### src/hw/urx_pkg.sv
// Purpose: shared constants and types for the receive parity/flush block
// Assumes: one 100 MHz clock, synchronous active-high reset
// Notes: register map is a plain strobe port with read data one cycle later
package urx_pkg;
   // ------------------------------------------------------------
   // register offsets
   // ------------------------------------------------------------
   localparam logic [2:0] URX_OFS_DATA = 3'h0;
   localparam logic [2:0] URX_OFS_STAT = 3'h1;
   localparam logic [2:0] URX_OFS_CTRL = 3'h2;
   localparam logic [2:0] URX_OFS_IRQ_STAT = 3'h3;
   localparam logic [2:0] URX_OFS_IRQ_MASK = 3'h4;
   // ------------------------------------------------------------
   // field positions
   // ------------------------------------------------------------
   localparam int URX_STAT_RX_COMPLETE_BIT = 7;
   localparam int URX_STAT_FE_BIT = 4;
   localparam int URX_STAT_PERR_BIT = 2;
   localparam int URX_CTRL_ENABLE_BIT = 0;
   localparam int URX_CTRL_PODD_BIT = 1;
   localparam int URX_CTRL_PEN_BIT = 2;
   localparam int URX_IRQ_RX_BIT = 0;
   localparam int URX_IRQ_PERR_BIT = 1;
   localparam int URX_IRQ_FLUSH_BIT = 2;
   // ------------------------------------------------------------
   // reset values and sizes
   // ------------------------------------------------------------
   localparam logic [2:0] URX_CTRL_RST = 3'h0;
   localparam logic [2:0] URX_IRQ_RST = 3'h0;
   localparam int URX_DEPTH = 2;
   // ------------------------------------------------------------
   // carriers
   // ------------------------------------------------------------
   typedef struct packed {
      logic [7:0] data;
      logic stop_ok;
      logic perr;
   } urx_entry_t;

   typedef struct packed {
      logic [2:0] addr;
      logic [7:0] wdata;
      logic wr;
      logic rd;
   } urx_bus_t;
endpackage : urx_pkg

### src/hw/urx_parity_flush.sv
// What this block does
// - parity is compared only while parity_check_enable is one, never when zero.
// - parity_odd_select chooses odd or even parity for the enabled check.
// - the parity of the received data bits is compared with the frame's parity bit.
// - the comparison outcome is stored in the buffer entry with the data and stop status.
// - parity_error_flag reads one only if the oldest unread character failed with checking on.
// - parity_error_flag holds for the current character until the data location is read.
// - clearing receiver_enable_bit stops reception at once and drops any partial frame.
// - while disabled the receive pin is released to its ordinary port function.
// - disabling empties the buffer with all stored status.
// - rx_complete_flag is one whenever at least one unread character is buffered.
// - the buffer holds two characters with status beside the shift register.
// - with checking disabled parity_error_flag reads zero.
// - a read of the data location with a character buffered advances the read pointer to the next character.
//
// Purpose: receive buffer, parity checker and receiver disable/flush
// Assumes: frame assembly delivers one load pulse per complete frame
// Notes: interrupt status bits clear on write of one; set wins over clear
//
// The plain strobed port and the placing of the registers were left to the implementer.
`timescale 1ns/100ps
module urx_parity_flush
   import urx_pkg::*;
(
   input wire logic clk,
   input wire logic srst,
   input wire logic [2:0] reg_addr,
   input wire logic [7:0] reg_wdata,
   input wire logic reg_wr,
   input wire logic reg_rd,
   output logic [7:0] reg_rdata,
   input wire logic shift_load,
   input wire logic [7:0] shift_data,
   input wire logic shift_parity,
   input wire logic shift_stop,
   output logic rx_enable,
   output logic rx_pin_override,
   output logic irq
);
   // ------------------------------------------------------------
   // state
   // ------------------------------------------------------------
   typedef struct packed {
      urx_entry_t [URX_DEPTH-1:0] buf_q;
      logic rptr;
      logic wptr;
      logic [1:0] count;
      logic [2:0] ctrl;
      logic [2:0] istat;
      logic [2:0] imask;
      logic [7:0] rdata;
      logic enable_out;
      logic pin_out;
      logic irq_out;
   } urx_state_t;

   urx_state_t st_r;
   urx_state_t st_nxt;
   urx_bus_t bus;
   urx_entry_t head;
   urx_entry_t incoming;
   logic enabled;
   logic pen;
   logic podd;
   logic perr_calc;
   logic do_read;
   logic do_write;
   logic disable_now;
   logic [7:0] stat_val;
   logic [2:0] ev;

   assign bus = '{addr: reg_addr, wdata: reg_wdata, wr: reg_wr, rd: reg_rd};
   assign enabled = st_r.ctrl[URX_CTRL_ENABLE_BIT];
   assign pen = st_r.ctrl[URX_CTRL_PEN_BIT];
   assign podd = st_r.ctrl[URX_CTRL_PODD_BIT];
   assign head = st_r.buf_q[st_r.rptr];

   // ------------------------------------------------------------
   // parity check
   // ------------------------------------------------------------
   // even: xor of data and parity must be zero; odd: must be one
   assign perr_calc = pen & ((^shift_data ^ shift_parity) != podd);
   assign incoming = '{data: shift_data, stop_ok: shift_stop, perr: perr_calc};

   // ------------------------------------------------------------
   // bus decode and status view
   // ------------------------------------------------------------
   assign do_read = bus.rd && bus.addr == URX_OFS_DATA && st_r.count != 2'h0;
   assign do_write = bus.wr && bus.addr == URX_OFS_CTRL;
   assign disable_now = do_write && !bus.wdata[URX_CTRL_ENABLE_BIT];

   always_comb begin
      stat_val = 8'h00;
      stat_val[URX_STAT_RX_COMPLETE_BIT] = st_r.count != 2'h0;
      stat_val[URX_STAT_FE_BIT] = st_r.count != 2'h0 && !head.stop_ok;
      // parity flag follows the head entry and is masked while checking is off
      stat_val[URX_STAT_PERR_BIT] = st_r.count != 2'h0 && head.perr && pen;
   end

   // ------------------------------------------------------------
   // next state
   // ------------------------------------------------------------
   always_comb begin
      st_nxt = st_r;
      ev = 3'h0;
      if (do_write) begin
         st_nxt.ctrl = bus.wdata[2:0];
      end
      if (do_read) begin
         st_nxt.rptr = ~st_r.rptr;
      end
      // a load arriving with the buffer full is dropped unless the data location is read in the same cycle
      if (enabled && !disable_now && shift_load && (st_r.count != 2'(URX_DEPTH) || do_read)) begin
         st_nxt.buf_q[st_r.wptr] = incoming;
         st_nxt.wptr = ~st_r.wptr;
         ev[URX_IRQ_RX_BIT] = 1'b1;
         ev[URX_IRQ_PERR_BIT] = perr_calc;
      end
      st_nxt.count = st_r.count + 2'(ev[URX_IRQ_RX_BIT]) - 2'(do_read);
      if (disable_now) begin
         st_nxt.count = 2'h0;
         st_nxt.rptr = 1'b0;
         st_nxt.wptr = 1'b0;
         st_nxt.buf_q = '0;
         ev[URX_IRQ_FLUSH_BIT] = st_r.count != 2'h0;
      end
      if (bus.wr && bus.addr == URX_OFS_IRQ_MASK) begin
         st_nxt.imask = bus.wdata[2:0];
      end
      if (bus.wr && bus.addr == URX_OFS_IRQ_STAT) begin
         st_nxt.istat = st_r.istat & ~bus.wdata[2:0];
      end
      st_nxt.istat = st_nxt.istat | ev;
      st_nxt.rdata = 8'h00;
      if (bus.rd) begin
         if (bus.addr == URX_OFS_DATA) begin
            st_nxt.rdata = st_r.count != 2'h0 ? head.data : 8'h00;
         end else if (bus.addr == URX_OFS_STAT) begin
            st_nxt.rdata = stat_val;
         end else if (bus.addr == URX_OFS_CTRL) begin
            st_nxt.rdata = {5'h00, st_r.ctrl};
         end else if (bus.addr == URX_OFS_IRQ_STAT) begin
            st_nxt.rdata = {5'h00, st_r.istat};
         end else if (bus.addr == URX_OFS_IRQ_MASK) begin
            st_nxt.rdata = {5'h00, st_r.imask};
         end else begin
            st_nxt.rdata = 8'h00;
         end
      end
      st_nxt.enable_out = st_nxt.ctrl[URX_CTRL_ENABLE_BIT];
      st_nxt.pin_out = st_nxt.ctrl[URX_CTRL_ENABLE_BIT];
      st_nxt.irq_out = |(st_nxt.istat & st_nxt.imask);
   end

   always_ff @(posedge clk) begin
      if (srst) begin
         st_r <= '0;
         st_r.ctrl <= URX_CTRL_RST;
         st_r.imask <= URX_IRQ_RST;
         st_r.istat <= URX_IRQ_RST;
      end else begin
         st_r <= st_nxt;
      end
   end

   assign reg_rdata = st_r.rdata;
   assign rx_enable = st_r.enable_out;
   assign rx_pin_override = st_r.pin_out;
   assign irq = st_r.irq_out;
endmodule : urx_parity_flush

### config.mk
export PLATFORM = sky130hd
export DESIGN_NAME = urx_parity_flush
export DESIGN_NICKNAME = d
export VERILOG_FILES = /design/src/hw/urx_pkg.sv /design/src/hw/urx_parity_flush.sv
export SDC_FILE = /design/constraint.sdc
export NUM_CORES = 1
export LEC_CHECK = 0
export ABC_AREA = 1
export BUFFER_PORTS_ARGS = -buffer_cell sky130_fd_sc_hd__buf_2
export CAP_MARGIN = 20
export CORE_MARGIN = 2
export CORE_UTILIZATION = 40
export CTS_CLUSTER_DIAMETER = 50
export DETAILED_ROUTE_END_ITERATION = 8
export GPL_TIMING_DRIVEN = 0
export PLACE_DENSITY = 0.57
export SETUP_SLACK_MARGIN = 0.4
export SYNTH_ARGS = -nofsm -noshare
export SYNTH_HDL_FRONTEND = slang
export SYNTH_SLANG_ARGS = --single-unit
### constraint.sdc
create_clock -name clk -period 2.4 [get_ports clk]
set_input_delay 0.6 -clock clk [delete_from_list [all_inputs] [get_ports clk]]
set_output_delay 0.6 -clock clk [all_outputs]
set_load 0.02 [all_outputs]
==> results.txt <==
Number of hold-slack violations in the final timing report - 0
Reg2reg end - st_r[21]$_SDFF_PP0_
Clk Tree Root Cell - sky130_fd_sc_hd__clkbuf_8
Number of DRC markers after the initial detailed-route iteration - 73
Final-report max-slew violation count - 0
Post-route worst setup slack - 0.562 ns
Clk_lat worst skew - 0.30 ns
Synth cell types - 35
Die extent in x - 74.9 um
Num rows - 25
Transition time at the pin with the least slew margin - 0.498 ns
Count of warnings emitted by yosys - 0
Relative slew slack - 0.668
Area overhead of the layout relative to synthesis - 18.6%
Post-synth design cell area - 2010 sq um
Maximum fanout count along the critical path - 6
Worst r2r src - st_r[21]$_SDFF_PP0_
Sum Neg Setup Slack - 0 ns
Initial Utilization - 0.420
Routed Antenna Nets - 0
Die outline area - 5600 sq um
DRC viols - 0
Longest Clk Path Bufs - 2
Pin count of the biggest net entering global routing - 14
Wire length per cell after detailed routing - 11.9 um
Clock Skew - 0.00411 ns
Post-detail-place hpwl - 3360 um
RSZ-0062 raised after global routing - false
Antenna violations before repair - 0
CP bufs+invs - 4
Overall fraction of global-route tracks in use - 0.180
H-tree level count - 2
Peak supply drop - 0.257 mV
Hold_buf cts - 0
Drt total wl - 4490 um
Cell total after placement - 367
Final setup violation count - 0
Most common cell after layout, fill and taps aside - sky130_fd_sc_hd__nand2_1
Number of buffers inserted during clock tree synthesis - 5
Startpoint Class - input port
Syn_area_per_cell - 7.44 sq um
# IOs - 37
Static leakage - 0.00108 uW
Number of nets in the final layout - 336
Crit path kind - input port to register
Number of sinks driven by the clock tree - 42
Sequential cell area fraction in the yosys report - 0.419
Max-cap check violation count - 0
Remaining global-route overflow - 0
Number of synthesized register bits - 42
Hold Path Cell Cnt - 2
Outcome - completed
Worst hold path endpoint - st_r[26]$_SDFFE_PP0P_
Finished Layout Cells - 376
Port Buffers - 30
Number of gates on the worst path with buffers counted - 13
Cells after synthesis - 270
TritonCTS clock tree - done
Routability congestion estimate - 0.776
Detailed-route vias per instance - 4.76
Std-Cell Core Area - 4790 sq um
Antenna diodes - 0
Kind of cell with the highest combined delay on the critical path - simple AND/OR/NAND/NOR gates
Critical Path AT - 2.08 ns
Worst min-delay path class - register to register
Number of iterations in the first detailed-routing pass - 4
Required time at the endpoint of the critical path - 2.64 ns
Worst slack on hold paths - 0.451 ns
Die Height - 74.9 um
Power consumption - 1400 uW
Commonest cells after routing, fill and taps aside - 50 x sky130_fd_sc_hd__nand2_1, 42 x sky130_fd_sc_hd__inv_1, 42 x sky130_fd_sc_hd__dfxtp_1
Number of cells on the worst reg-to-reg path - 7
Critical Path Slowest Stage Cell - sky130_fd_sc_hd__ha_1
Critical path endpoint category - register
Syn Nets - 298
Via count of the routed design - 1788
Power density relative to cell area - 589 nW/um^2
Filler cell count in the final layout - 506
Worst path cell trace - buf_2 -> inv_4 -> nand2_2 -> inv_2 -> nand2_4 -> nor2_8 -> nand2_8 -> nand4_1 -> ha_1 -> inv_1 -> ha_2 -> or2_4 -> a21oi_2
Fmax - 544 MHz
Global-route wire length before repair - 7510 um
Delay of the slowest cell on the worst path - 0.31 ns
Pre-CTS worst setup slack - 0.0285 ns
Clock edge transition at the registers on the reported setup and hold paths - 0.08 ns
Share of layout cells above drive strength 1 - 0.227
Via count of the first global-routing pass - 1633
Start point of the worst hold path - st_r[26]$_SDFFE_PP0P_
Setup slack of the most critical reg-to-reg path - 0.81 ns
Tcrit/Tclk final - 0.766
Final period demand of the worst path - 1.84 ns
[final cells by class]
cell class / instances / area (sq um) / area share
Clock inverter: 2 / 37.5 / 0.0158
Multi-Input combinational cell: 167 / 903 / 0.379
Buffer: 15 / 108 / 0.0452
Inverter: 46 / 178 / 0.0746
Sequential cell: 42 / 841 / 0.353
Clock buffer: 6 / 72.6 / 0.0305
Timing Repair Buffer: 31 / 158 / 0.0662
Tap cell: 67 / 83.8 / 0.0352
[cells in the mapped netlist]
| library cell | number | area share |
|---|---|---|
| sky130_fd_sc_hd__nand2_1 | 51 | 0.095 |
| sky130_fd_sc_hd__dfxtp_1 | 42 | 0.42 |
| sky130_fd_sc_hd__inv_1 | 42 | 0.079 |
| sky130_fd_sc_hd__a21oi_1 | 24 | 0.060 |
| sky130_fd_sc_hd__o21ai_0 | 22 | 0.055 |
| sky130_fd_sc_hd__nor2_1 | 18 | 0.034 |
| sky130_fd_sc_hd__o22ai_1 | 12 | 0.037 |
| sky130_fd_sc_hd__nand3_1 | 10 | 0.025 |
| sky130_fd_sc_hd__buf_4 | 9 | 0.034 |
| sky130_fd_sc_hd__inv_2 | 3 | 0.0056 |
| sky130_fd_sc_hd__xnor2_1 | 3 | 0.013 |
| sky130_fd_sc_hd__buf_6 | 2 | 0.011 |
| sky130_fd_sc_hd__clkbuf_1 | 2 | 0.0037 |
| sky130_fd_sc_hd__ha_1 | 2 | 0.012 |
| sky130_fd_sc_hd__mux2i_1 | 2 | 0.010 |
| sky130_fd_sc_hd__nand2_4 | 2 | 0.011 |
| sky130_fd_sc_hd__nand4_1 | 2 | 0.0062 |
| sky130_fd_sc_hd__nor3_1 | 2 | 0.0050 |
| sky130_fd_sc_hd__o211ai_1 | 2 | 0.0075 |
| sky130_fd_sc_hd__o21ai_1 | 2 | 0.0050 |
| sky130_fd_sc_hd__or2_2 | 2 | 0.0062 |
| sky130_fd_sc_hd__a22oi_1 | 1 | 0.0037 |
| sky130_fd_sc_hd__a32o_1 | 1 | 0.0050 |
| sky130_fd_sc_hd__buf_2 | 1 | 0.0025 |
| sky130_fd_sc_hd__clkbuf_2 | 1 | 0.0025 |
| sky130_fd_sc_hd__inv_4 | 1 | 0.0031 |
| sky130_fd_sc_hd__nand2_2 | 1 | 0.0031 |
| sky130_fd_sc_hd__nand2_8 | 1 | 0.010 |
| sky130_fd_sc_hd__nand3_2 | 1 | 0.0050 |
| sky130_fd_sc_hd__nor2_4 | 1 | 0.0056 |
| sky130_fd_sc_hd__nor2_8 | 1 | 0.010 |
| sky130_fd_sc_hd__nor4_1 | 1 | 0.0031 |
| sky130_fd_sc_hd__o21a_1 | 1 | 0.0037 |
| sky130_fd_sc_hd__o21ai_2 | 1 | 0.0044 |
| sky130_fd_sc_hd__xor2_1 | 1 | 0.0044 |
[worst max path at each step]
| stage | startpoint | end | slack, ns |
|---|---|---|---|
| after floorplan | reg_addr[2] | st_r[21]$_SDFF_PP0_ | 0.40 |
| after global placement | reg_addr[0] | st_r[21]$_SDFF_PP0_ | 0.05 |
| after detailed placement | reg_addr[0] | st_r[21]$_SDFF_PP0_ | 0.03 |
| after CTS | reg_addr[0] | st_r[21]$_SDFF_PP0_ | 0.53 |
| after global routing | reg_addr[2] | st_r[21]$_SDFF_PP0_ | 0.41 |
| final | reg_addr[2] | st_r[21]$_SDFF_PP0_ | 0.56 |
[tightest hold or removal path, cell delays in order (launching register included)]
cell	delay (ns)
sky130_fd_sc_hd__dfxtp_1	0.30
sky130_fd_sc_hd__inv_1	0.05
sky130_fd_sc_hd__a21oi_1	0.05
[metal layers]
metal | vias up | global-route usage | wire [um] | share of wire
li1 | 945 | - | - | -
met1 | 792 | 0.249 | 2290 | 0.51
met2 | 45 | 0.281 | 1960 | 0.44
met3 | 6 | 0.0402 | 193 | 0.043
met4 | 0 | 0.0595 | 42 | 0.0093
met5 | - | 0 | 0 | 0
[kinds of logic (layout without fill, tap and decap cells)]
| logic type | count (synthesis) | count (layout) | synth area share |
|---|---|---|---|
| flip-flops | 42 | 42 | 0.419 |
| adder cells (fa/ha/maj) | 2 | 2 | 0.0125 |
| buffers and inverters | 61 | 100 | 0.141 |
| AO/OA/AOI/OAI | 66 | 66 | 0.181 |
| multiplexers | 2 | 2 | 0.00997 |
| AND/OR/NAND/NOR | 93 | 93 | 0.219 |
| XOR/XNOR | 4 | 4 | 0.0174 |
[per-stage QoR]
step           utilization  cell area, sq um
2_1_floorplan            -              2020
3_3_place_gp         0.471              2260
3_5_place_dp         0.471              2260
4_1_cts              0.496              2370
5_1_grt              0.498              2380
6_report             0.498              2380
[state kept, by name (all words and copies together) (netlist names)]
signal,cells
st_r,30
reg_rdata,8
pen,1
podd,1
irq,1
rx_pin_override,1
[power breakdown]
| group | leakage (uW) | total (uW) | internal [uW] | switching [uW] |
|---|---|---|---|---|
| clock network | 0.0000514 | 563 | 311 | 252 |
| registers | 0.000339 | 711 | 705 | 5.99 |
| logic | 0.000688 | 130 | 47.3 | 82.2 |
| total | 0.00108 | 1400 | 1060 | 341 |
[what timing repair did]
item,CTS,global route
buffers inserted,1,0
setup endpoints to repair,1,1
resized for setup,0,2
pin swaps,1,0
endpoints found under the hold margin,0,0
Power figures use the tool's default switching activity.
